**src/hw/supply_monitor_pkg.sv**
```systemverilog
// Constants shared by the supply monitor and its synchroniser
package supply_monitor_pkg;
  localparam logic [15:0] ctrl_addr         = 16'hff50;
  localparam logic [15:0] level_addr        = 16'hff51;
  localparam logic [15:0] cause_addr        = 16'hff54;
  localparam logic [7:0]  ctrl_reset        = 8'h00;
  localparam logic [7:0]  level_reset       = 8'h00;
  localparam logic [7:0]  cause_reset       = 8'h00;
  localparam int          enable_bit        = 7;
  localparam int          action_bit        = 1;
  localparam int          flag_bit          = 0;
  localparam int          det_cause_bit     = 0;
  localparam int          wdt_cause_bit     = 4;
  localparam logic [3:0]  level_code_max    = 4'h9;
  localparam int          sync_stages       = 2;
  // Source of the most recent reset
  typedef enum logic [1:0] {
    cause_power = 2'b00,
    cause_pin   = 2'b01,
    cause_det   = 2'b11,
    cause_wdt   = 2'b10
  } reset_src_t;
endpackage

```
**src/hw/level_sync.sv**
```systemverilog
// Two-stage synchroniser for asynchronous comparator levels
`timescale 1ns/100ps
module level_sync (
  input  wire logic       clk,     // System clock
  input  wire logic       arst_n,  // Asynchronous reset, active low
  input  wire logic [1:0] din,     // Asynchronous levels
  output logic      [1:0] dout     // Synchronised levels
);
  import supply_monitor_pkg::*;
  typedef struct packed {
    logic [1:0] meta;
    logic [1:0] stable;
  } sync_state_t;
  sync_state_t st, next_st;

  always_comb begin
    next_st        = st;
    next_st.meta   = din;
    next_st.stable = st.meta;
  end

  always_ff @(posedge clk or negedge arst_n) begin
    if (!arst_n) begin
      st <= '0;
    end else begin
      st <= next_st;
    end
  end

  assign dout = st.stable;
endmodule // level_sync

```
**src/hw/supply_monitor_reset_irq.sv**
```systemverilog
// Power-on comparator reset and programmable low-voltage detector
// Function
// - Hold internal reset while supply below threshold
// - Detector reset sets detector cause bit 0
// - Control at ff50, resets 00, bits 2-6 zero
// - Control bit 7 enables detection
// - Control bit 1: interrupt or reset
// - Bit 0 shows supply low while enabled
// - Flag bit is read-only
// - Detector reset keeps control; others clear it
// - Enable starts comparator feeding flag
// - Irq follows flag when enabled, interrupt mode
// - Level at ff51, byte-written, kept on detector reset
// - Codes 0 to 9 select ten levels
// - Cause register clears on pin, power, read
// - Detector and watchdog resets each hold the other's flag
// - Reset mode alone never forces reset
`timescale 1ns/100ps
module supply_monitor_reset_irq (
  input  wire logic        clk,             // System clock, 250 MHz
  input  wire logic        arst_n,          // Power rail reset, active low
  input  wire logic        pin_reset_n,     // Sync external pin reset, low
  input  wire logic        wdt_reset_req,   // Watchdog reset request
  input  wire logic        por_below,       // Power-on comparator: low
  input  wire logic        det_below,       // Detector comparator: low
  output logic             det_comp_on,     // Powers detector comparator
  output logic [3:0]       level_code,      // Threshold code to analog
  input  wire logic [15:0] addr,            // Register byte address
  input  wire logic        wr_byte,         // Whole-byte write strobe
  input  wire logic        wr_bit,          // Single-bit write strobe
  input  wire logic [2:0]  bit_sel,         // Bit index for bit write
  input  wire logic [7:0]  wdata,           // Write data
  input  wire logic        rd,              // Read strobe
  output logic      [7:0]  rdata,           // Read data, registered
  output logic             supply_low_irq,  // Detector interrupt request
  output logic             internal_reset   // Chip reset, active high
);
  import supply_monitor_pkg::*;

  ////////////////////////////////////////////////////////////////////////
  typedef struct packed {
    logic       enable;
    logic       action;
    logic [3:0] level;
    logic       wdt_cause;
    logic       det_cause;
    logic       det_reset;
    logic       wdt_reset;
    logic [7:0] rdata;
  } mon_state_t;
  mon_state_t st, next_st;
  logic [1:0] sync_out;
  logic       por_low;
  logic       det_low;
  logic       flag;

  // Levels from analog side never reach logic unsynchronised
  level_sync u_sync (
    .clk    (clk),
    .arst_n (arst_n),
    .din    ({por_below, det_below}),
    .dout   (sync_out)
  );
  assign por_low = sync_out[1];
  assign det_low = sync_out[0];

  function automatic logic [7:0] ctrl_view(input mon_state_t s,
                                           input logic f);
    ctrl_view                = 8'h00;
    ctrl_view[enable_bit]    = s.enable;
    ctrl_view[action_bit]    = s.action;
    ctrl_view[flag_bit]      = f;
  endfunction

  ////////////////////////////////////////////////////////////////////////
  assign flag           = st.enable & det_low;
  assign det_comp_on    = st.enable;
  assign level_code     = st.level;
  assign supply_low_irq = flag & ~st.action;
  // Power rail low overrides everything; reset lasts while cause stands
  assign internal_reset = por_low | st.det_reset
                        | st.wdt_reset | ~pin_reset_n;
  assign rdata          = st.rdata;

  always_comb begin
    logic [7:0] cv;
    cv      = ctrl_view(st, flag);
    next_st = st;
    next_st.rdata = 8'h00;
    if (rd) begin
      case (addr)
        ctrl_addr:  next_st.rdata = cv;
        level_addr: next_st.rdata = {4'h0, st.level};
        cause_addr: begin
          next_st.rdata[wdt_cause_bit] = st.wdt_cause;
          next_st.rdata[det_cause_bit] = st.det_cause;
          next_st.wdt_cause = 1'b0;
          next_st.det_cause = 1'b0;
        end
        default:    next_st.rdata = 8'h00;
      endcase
    end
    if (wr_byte && addr == ctrl_addr) begin
      next_st.enable = wdata[enable_bit];
      next_st.action = wdata[action_bit];
    end
    if (wr_bit && addr == ctrl_addr) begin
      if (bit_sel == 3'(enable_bit)) next_st.enable = wdata[0];
      if (bit_sel == 3'(action_bit)) next_st.action = wdata[0];
    end
    // Undefined mid-operation; we simply take the byte
    if (wr_byte && addr == level_addr) begin
      next_st.level = wdata[3:0];
    end
    // Reset mode only acts on low supply, never on the mode write
    next_st.det_reset = flag & st.action;
    next_st.wdt_reset = wdt_reset_req;
    // Set wins over the read clear
    if (st.det_reset) next_st.det_cause = 1'b1;
    if (st.wdt_reset) next_st.wdt_cause = 1'b1;
    // Pin and power resets clear everything; detector reset keeps it
    if (por_low || !pin_reset_n) begin
      next_st = '0;
    end else if (st.wdt_reset) begin
      next_st.enable    = 1'b0;
      next_st.action    = 1'b0;
      next_st.level     = level_reset[3:0];
      next_st.det_reset = 1'b0;
    end
  end

  always_ff @(posedge clk or negedge arst_n) begin
    if (!arst_n) begin
      st <= '0;
    end else begin
      st <= next_st;
    end
  end

  ////////////////////////////////////////////////////////////////////////
  property p_irq_follows;
    @(posedge clk) disable iff (!arst_n)
      (st.enable && !st.action) |-> (supply_low_irq == det_low);
  endproperty
  a_irq_follows: assert property (p_irq_follows)
    else $error("irq does not follow flag");

  property p_por_reset;
    @(posedge clk) disable iff (!arst_n)
      por_low |-> internal_reset ##1 (!st.enable && !st.action);
  endproperty
  a_por_reset: assert property (p_por_reset)
    else $error("power low did not reset");

  property p_det_cause;
    @(posedge clk) disable iff (!arst_n)
      (st.det_reset && !por_low && pin_reset_n) |=> st.det_cause;
  endproperty
  a_det_cause: assert property (p_det_cause)
    else $error("detector cause not set");

  property p_det_keeps;
    @(posedge clk) disable iff (!arst_n)
      (st.det_reset && !st.wdt_reset && !por_low && pin_reset_n
       && !wr_byte && !wr_bit) |=> $stable(st.level) && st.enable;
  endproperty
  a_det_keeps: assert property (p_det_keeps)
    else $error("detector reset changed control");

  property p_flag_off;
    @(posedge clk) disable iff (!arst_n)
      !st.enable |-> !supply_low_irq && !st.det_reset ##1 !st.det_reset;
  endproperty
  a_flag_off: assert property (p_flag_off)
    else $error("disabled detector acted");

  property p_mode_no_reset;
    @(posedge clk) disable iff (!arst_n)
      !det_low |=> !st.det_reset;
  endproperty
  a_mode_no_reset: assert property (p_mode_no_reset)
    else $error("reset without low supply");

  property p_ctrl_read;
    @(posedge clk) disable iff (!arst_n)
      (rd && addr == ctrl_addr) |=> (rdata[6:2] == 5'h00)
        && rdata[enable_bit] == $past(st.enable);
  endproperty
  a_ctrl_read: assert property (p_ctrl_read)
    else $error("control read wrong");

  property p_cause_clear;
    @(posedge clk) disable iff (!arst_n)
      (rd && addr == cause_addr && !st.det_reset && !st.wdt_reset)
        |=> !st.det_cause && !st.wdt_cause;
  endproperty
  a_cause_clear: assert property (p_cause_clear)
    else $error("cause not cleared by read");

  property p_level_write;
    @(posedge clk) disable iff (!arst_n)
      (wr_byte && addr == level_addr && !por_low && pin_reset_n
       && !st.wdt_reset) |=> level_code == $past(wdata[3:0]);
  endproperty
  a_level_write: assert property (p_level_write)
    else $error("level write lost");

  c_irq:       cover property (@(posedge clk) supply_low_irq);
  c_det_reset: cover property (@(posedge clk) st.det_reset);
  c_wdt_reset: cover property (@(posedge clk) st.wdt_reset);
  c_cause_rd:  cover property (@(posedge clk)
                 rd && addr == cause_addr && st.det_cause);
endmodule // supply_monitor_reset_irq

```
**config.mk**
```make
export PLATFORM = sky130hd
export DESIGN_NAME = supply_monitor_reset_irq
export DESIGN_NICKNAME = d
export VERILOG_FILES = /design/src/hw/supply_monitor_pkg.sv /design/src/hw/level_sync.sv /design/src/hw/supply_monitor_reset_irq.sv
export SDC_FILE = /design/constraint.sdc
export NUM_CORES = 1
export LEC_CHECK = 0
export BUFFER_PORTS_ARGS = -buffer_cell sky130_fd_sc_hd__buf_2
export CAP_MARGIN = 20
export CELL_PAD_IN_SITES_DETAIL_PLACEMENT = 0
export CELL_PAD_IN_SITES_GLOBAL_PLACEMENT = 1
export CORE_MARGIN = 2
export CORE_UTILIZATION = 34
export CTS_CLUSTER_SIZE = 28
export DETAILED_ROUTE_END_ITERATION = 16
export GPL_ROUTABILITY_DRIVEN = 0
export PLACE_DENSITY = 0.94
export SLEW_MARGIN = 15
export SYNTH_ARGS = -nofsm -noshare
export SYNTH_HDL_FRONTEND = slang
export SYNTH_HIERARCHICAL = 1
export SYNTH_SLANG_ARGS = --single-unit
```
**constraint.sdc**
```tcl
create_clock -name clk -period 1.8 [get_ports clk]
set_clock_uncertainty 0.2 [all_clocks]
set_input_delay 0 -clock clk [delete_from_list [all_inputs] [get_ports clk]]
set_output_delay 0 -clock clk [all_outputs]
set_load 0.1 [all_outputs]
```
# Yosys cells after proc, flatten, opt, wreduce, memory -nomap -nowiden
# Cells that the tools add are included.
[totals]
wordCells = 55
output_inout_bits = 15
inputBits = 36
ff_bits = 22
[classes]
eq_ne = 5
muxes = 20
n_bitwise = 8
n_reduce_logical = 12
[ops]
columns = ["cell", "count"]
rows = [
  ["$eq A16 B16 Y1 const B", 3],
  ["$reduce_bool A3 Y1", 5],
  ["$mux W6", 2],
  ["$mux W2", 5],
  ["$mux W9", 1],
  ["$mux W8", 1],
  ["$mux W1", 7],
  ["$pmux W3 S2", 1],
  ["$mux W4", 1],
  ["$reduce_and A2 Y1", 2],
  ["$and A1 B1 Y1", 3],
  ["$eq A3 B1 Y1 const B", 1],
  ["$eq A3 B3 Y1 const B", 1],
  ["$logic_and A1 B1 Y1", 3],
  ["$mux W3", 1],
  ["$or A1 B1 Y1", 3],
  ["$pmux W1 S3", 1],
  ["$not A1 Y1", 2],
  ["$logic_not A1 Y1", 1],
  ["$logic_or A1 B1 Y1", 1],
]

# Logic depth before layout (Yosys ltp)
# Gate-level depths: netlist of the first run.
[depth]
ltp_word = 7
mapped_depth = 6
ltp_nobuf = 4

# By module
# The synthesis of the first run kept the hierarchy.
[by_module_without_submodules]
columns = ["mod", "area_each_um2", "instances", "cells_each", "seq_area_each_um2"]
rows = [
  ["supply_monitor_reset_irq", 899.6, 1, 101, 400.4],
  ["level_sync", 100.1, 1, 4, 100.1],
]

# Worst setup path before layout of the first run
# No wires, ideal clock.
[synth_timing]
kind = "reg2out"
startpoint = "reg st (netlist bit det_comp_on)"
endpoint = "out supply_low_irq"
path_buffers = 0
arrival_ps = 2370
required_ps = 1600
slack_ps = -770
path_stages_with_launch = 3
path_cell_list = "dfrtp_1 nand2_1 nor2_1"
[synth_between]
elab_chain_len = 2
[synth_rtl]
columns = ["element", "line", "text"]
rows = [
  ["start: declaration", "supply_monitor_reset_irq.sv:51", "mon_state_t st, next_st;"],
  ["start signal: assignment", "supply_monitor_reset_irq.sv:136", "st <= next_st;"],
  ["$and A1 B1 Y1", "supply_monitor_reset_irq.sv:76", "assign flag = st.enable & det_low;"],
  ["$and A1 B1 Y1", "supply_monitor_reset_irq.sv:79", "assign supply_low_irq = flag & ~st.action;"],
  ["end: declaration", "supply_monitor_reset_irq.sv:35", "output logic supply_low_irq,"],
]
# No other way between the ends.

==> out/qor.txt, run 1 <==
Ant diodes - 0
Hold_sp - addr[10]
Seq cells post-synth - 20
Util after Layout - 0.5488
Area Growth Syn to Fin - 52.69%
Pwr/cell area - 641.5 mW/mm^2
Die area - 0.003390 sq mm
Cell accounting for the most synthesized area - dfrtp_1
NetSw - 228.1 uW
Most common cell in the netlist - dfrtp_1
Hold path depth - 5
GRT Total Usage - 0.1599
Yosys warnings - 6
Sw Ratio - 0.2329
Syn_area_per_cell - 9.521 sq um
Core region area - 0.002781 sq mm
CP Max Fanout - 2
TritonCTS buffer count - 3
Worst Reg-to-Reg Cells - 3
Initial antenna violation count - 0
Global route overflow - 0
Slew Viols, Final - 0
Starting Density - 0.3594
H-tree levels - 1
First-pass GRT wire length - 4.222 mm
Clock Path Buffers - 2
Count of different cell masters after synthesis - 28
Seq pwr share - 0.467
Top cells by area, synth - dfrtp_1 (50%), buf_4 (9.0%), o21ai_0 (4.5%)
R2R Setup Slk - 220 ps
Crit path DAT - 1740 ps
Row Count - 19
Setup bufs post-CTS - 0
Clk_lat worst skew - 300 ps
Critical path startpoint category - input port
Pleak - 0.7184 nW
CP endpoint kind - flop
Pin count of the biggest net entering global routing - 21
Detailed Routing Iterations Pass 1 - 5
IO Pins - 51
PortBufs - 45
Final setup violation count - 0
WHS Endpoint - st[16]
Netlist area before placement - 999.7 sq um
R2r startpoint - u_sync/dout[1]
Status - completed
Worst flop-to-flop path endpoint - st[8]
Dpl cell area - 0.001192 sq mm
Remaining DRCs - 0
Setup tns final - 0 ps
Layout cells sized above 1 - 0.3471
Part of the power in combinational logic - 0.153
Fin crit share - 0.9548
Post-synth top flop - dfrtp_1
Fin Hold WS - 59.60 ps
Nets@finish - 207
Synth Instances - 105
Routed WL - 2.503 mm
Final hold vios - 0
Detailed Place HPWL - 1.728 mm
Synth top area share - 0.5006
Vias - 1001
Power Total - 979.3 uW
Die Height - 58.23 microns
RSZ-0062 raised after global routing - no
Vias in the first global route - 991
Fin area - 0.001526 sq mm
EDFF count, synth - 0
Root buf cell - clkbuf_4
Via-per-instance ratio - 4.980
Clock network fraction of design power - 0.380
Post-route ant nets - 0
Crit path required time - 1820 ps
Max_cap viols - 0
Register area share after synthesis - 0.5006
Asr flop ratio synth - 1.000
Clk slew on worst S/H paths - 120 ps
CP Class - input port to flop
List of most frequent post-synthesis cells - dfrtp_1 (20), buf_4 (12), nand2_1 (11)
Sink Count - 20
Tmin final - 1719 ps
Max frequency - 0.5819 GHz
Internal power - 751.2 uW
VDD IR max - 0.0003930 V
Per-cell routed wire length - 12.45 microns
CTS tree - built
Horiz. Die Dim - 58.23 microns
Hold Path Class - input port to flop
Iteration-0 DRC count of the detailed router - 15
## cells by family (layout without fill, tap and decap cells)
logic type,Yosys count,in the layout,synth area share
AND/OR/NAND/NOR,44,44,0.2403
AO/OA/AOI/OAI,22,22,0.1277
other,1,2,0.003751
multiplexers,1,1,0.01001
flip-flops,20,20,0.5006
buffers and inverters,17,81,0.1176
## layer usage
layer / vias to the layer above / GRT usage / part of all wire
met2: 35 / 0.2938 / 0.55
met1: 471 / 0.1955 / 0.40
met4: 0 / 0.02326 / 0.0068
met3: 4 / 0.03348 / 0.051
li1: 491 / - / -
met5: - / 0 / 0
## stage by stage
step / setup WS [ps] / std cells
floorplan: 226.8 / 106
finish: 81.38 / 201
CTS: 22.47 / 200
global placement: 54.95 / 171
global route: 51.40 / 201
detailed placement: 39.99 / 171
## repair_timing
action / 4_1_cts / 5_1_grt
hold endpoints to repair: 37 / 21
hold buffers: 25 / 3
setup endpoints to repair: 0 / 7
resized for setup: 0 / 5
## critical path, stage by stage
cell           delay, ps
dlygate4sd3_1        520
buf_2                110
nand4_1               80
dlygate4sd3_1        580
a211o_1              300
a21oi_1              160
## cell usage in the layout, fill, tap and decap left out, drive strengths merged
| cell type | count |
|---|---|
| dfrtp | 20 |
| and3 | 3 |
| conb | 2 |
| o21ai | 9 |
| dlymetal6s4s | 2 |
| clkbuf | 3 |
| nor2b | 3 |
| or3 | 1 |
| nor2 | 6 |
| nand4 | 1 |
| or2 | 1 |
| dlygate4sd3 | 24 |
| bufinv | 1 |
| nor4 | 3 |
| nand2b | 1 |
| mux2i | 1 |
| nand4b | 2 |
| a211o | 2 |
| nand4bb | 1 |
| nand2 | 11 |
| a21oi | 8 |
| or4 | 1 |
| o41ai | 2 |
| nor3 | 1 |
| inv | 3 |
| nand3 | 7 |
| a22oi | 1 |
| buf | 48 |
| and2 | 2 |
## state kept, by name, indices dropped and copies added (netlist names)
| register | count |
|---|---|
| level_code | 4 |
| u_sync/dout | 2 |
| det_comp_on | 1 |
| rdata | 6 |
| st | 5 |
| u_sync/next_st | 2 |
## layout make-up
cell class | instances | area (sq um)
multi-input cells | 69 | 409.1
well taps | 31 | 38.79
fillers | 263 | 1255
inverters | 3 | 11.26
clock inverters | 1 | 30.03
flip-flops and latches | 20 | 501.7
repair buffers | 74 | 513.0
clock buffers | 3 | 22.52
## worst max path at each step
stage,startpoint,end,slack (ps),cells past startpoint
global placement,addr[1],rdata[4],50,6
detailed placement,addr[1],rdata[4],40,6
finish,bit_sel[2],det_comp_on,80,6
global route,bit_sel[1],det_comp_on,50,6
CTS,bit_sel[2],st[16],20,7
floorplan,det_comp_on,supply_low_irq,230,2
## power by group through the flow
stage	registers (mW)	logic, mW	clock network (mW)
floorplan	0.465	0.0549	0
global placement	0.466	0.106	0
detailed placement	0.466	0.108	0
CTS	0.457	0.145	0.377
global route	0.458	0.164	0.402
finish	0.457	0.150	0.372
Note: power is estimated with default switching activity, not from simulation.
==> run 2: changes to the inputs <==
- CTS_BUF_LIST: unset -> sky130_fd_sc_hd__clkbuf_16
- CTS_CLUSTER_SIZE: 28 -> unset
- SLEW_MARGIN: 15 -> 20
==> out/qor.txt, run 2 (synthesis gave the netlist of run 1 again) <==
Status - finished, violations left
Failing checks - hold timing
Commonest non-fill, non-tap cell in the layout - buf_2
Hold Path Class - input port to flop
Die area - 0.003390 sq mm
Worst slack, placed - 39.99 ps
Clock Path Buffers - 2
Area Growth Syn to Fin - 56.20%
First-pass GRT wire length - 4.305 mm
Clk slew on worst S/H paths - 60 ps
Initial antenna violation count - 0
Horiz. Die Dim - 58.23 microns
CTS tree - built
PortBufs - 45
RSZ-0062 raised after global routing - yes
Fin crit share - 0.9840
Dpl cell area - 0.001192 sq mm
H-tree levels - 1
VDD IR max - 0.0004819 V
CP endpoint kind - flop
Detailed Place HPWL - 1.728 mm
Detailed Routing Iterations Pass 1 - 4
Post-route ant nets - 0
Slew Viols, Final - 0
Iteration-0 DRC count of the detailed router - 17
Inst Count DP - 171
Via-per-instance ratio - 5.131
Remaining DRCs - 0
Pwr/cell area - 781.2 mW/mm^2
GRT Total Usage - 0.1664
Setup tns final - 0 ps
Core region area - 0.002781 sq mm
Vias in the first global route - 1009
Fin Hold WS - -14.05 ps
Max reg flops - 6
Root buf cell - clkbuf_16
Critical path startpoint category - input port
Pleak - 0.7229 nW
Fin area - 0.001562 sq mm
Tmin final - 1771 ps
Crit path required time - 1730 ps
Fillcell total - 250
CP Max Fanout - 9
Layout cells sized above 1 - 0.3772
Crit path DAT - 1700 ps
IO Pins - 51
Vias - 1016
Most frequent cells in the layout - buf_2 (45), dlygate4sd3_1 (23), dfrtp_1 (19)
CP Class - input port to flop
Final hold vios - 1
Row Count - 19
Setup bufs post-CTS - 0
Global route overflow - 0
TritonCTS buffer count - 3
Max frequency - 0.5646 GHz
Post-Layout Cell Count - 198
Util after Layout - 0.5614
Final setup violation count - 0
Die Height - 58.23 microns
Clk_lat worst skew - 250 ps
Routed WL - 2.685 mm
Fin worst setup slack - 28.77 ps
Pin count of the biggest net entering global routing - 21
Ant diodes - 0
Sink Count - 20
Starting Density - 0.3594
Max_cap viols - 0
Per-cell routed wire length - 13.56 microns
Nets@finish - 204
## run 2: report_power, final
| group | switching, mW | total (mW) | internal [mW] |
|---|---|---|---|
| combinational | 0.0817 | 0.150 | 0.0684 |
| clock | 0.171 | 0.612 | 0.441 |
| sequential | 0.00215 | 0.458 | 0.456 |
| total | 0.255 | 1.22 | 0.965 |
## run 2: metrics by stage
stage | hold WS, ps | power [mW]
finish | -14.05 | 1.220
global route | 59.99 | 1.269
CTS | 40.59 | 1.223
detailed placement | -226.5 | 0.5737
global placement | -234.5 | 0.5711
floorplan | -495.6 | 0.5203
## run 2: repair_timing
item / CTS / global route
setup endpoints to repair: 0 / 12
hold endpoints to repair: 37 / 0
hold buffers: 24 / 0
resized for setup: 0 / 9
## run 2: critical path, cell delays in order
cell and delay [ps]:
dlygate4sd3_1 550, buf_2 110, nand2_1 90, or4_4 480, buf_4 200, o21ai_0 200, a21oi_2 80
## run 2: final timing paths
kind                                        start              to  slack, ps  cells past startpoint
worst min register to register  u_sync/next_st[1]  u_sync/dout[1]        150                      0
max in group asynchronous                  arst_n     det_comp_on       1050                      2
min in group asynchronous                  arst_n        rdata[7]         20                      2
worst min-delay path                   bit_sel[2]          st[16]        -10                      5
worst max-delay path                     addr[10]   level_code[0]         30                      7
worst max register to register     u_sync/dout[1]        rdata[4]        450                      4
## run 2: layout make-up
cell class                      count  area [sq um]  area share
Inverter                            3         11.26    0.007212
Clock buffer                        3         75.07     0.04808
Clock inverter                      1         30.03     0.01923
Multi-Input combinational cell     69         426.7      0.2732
Sequential cell                    20         501.7      0.3213
Timing Repair Buffer               71         478.0      0.3061
Tap cell                           31         38.79     0.02484
## run 2: layer usage
metal	vias to the layer above	GRT usage	part of all wire
met5	-	0	0
met1	481	0.1812	0.39
met2	44	0.3036	0.52
li1	481	-	-
met4	0	0.08306	0.035
met3	10	0.03348	0.053
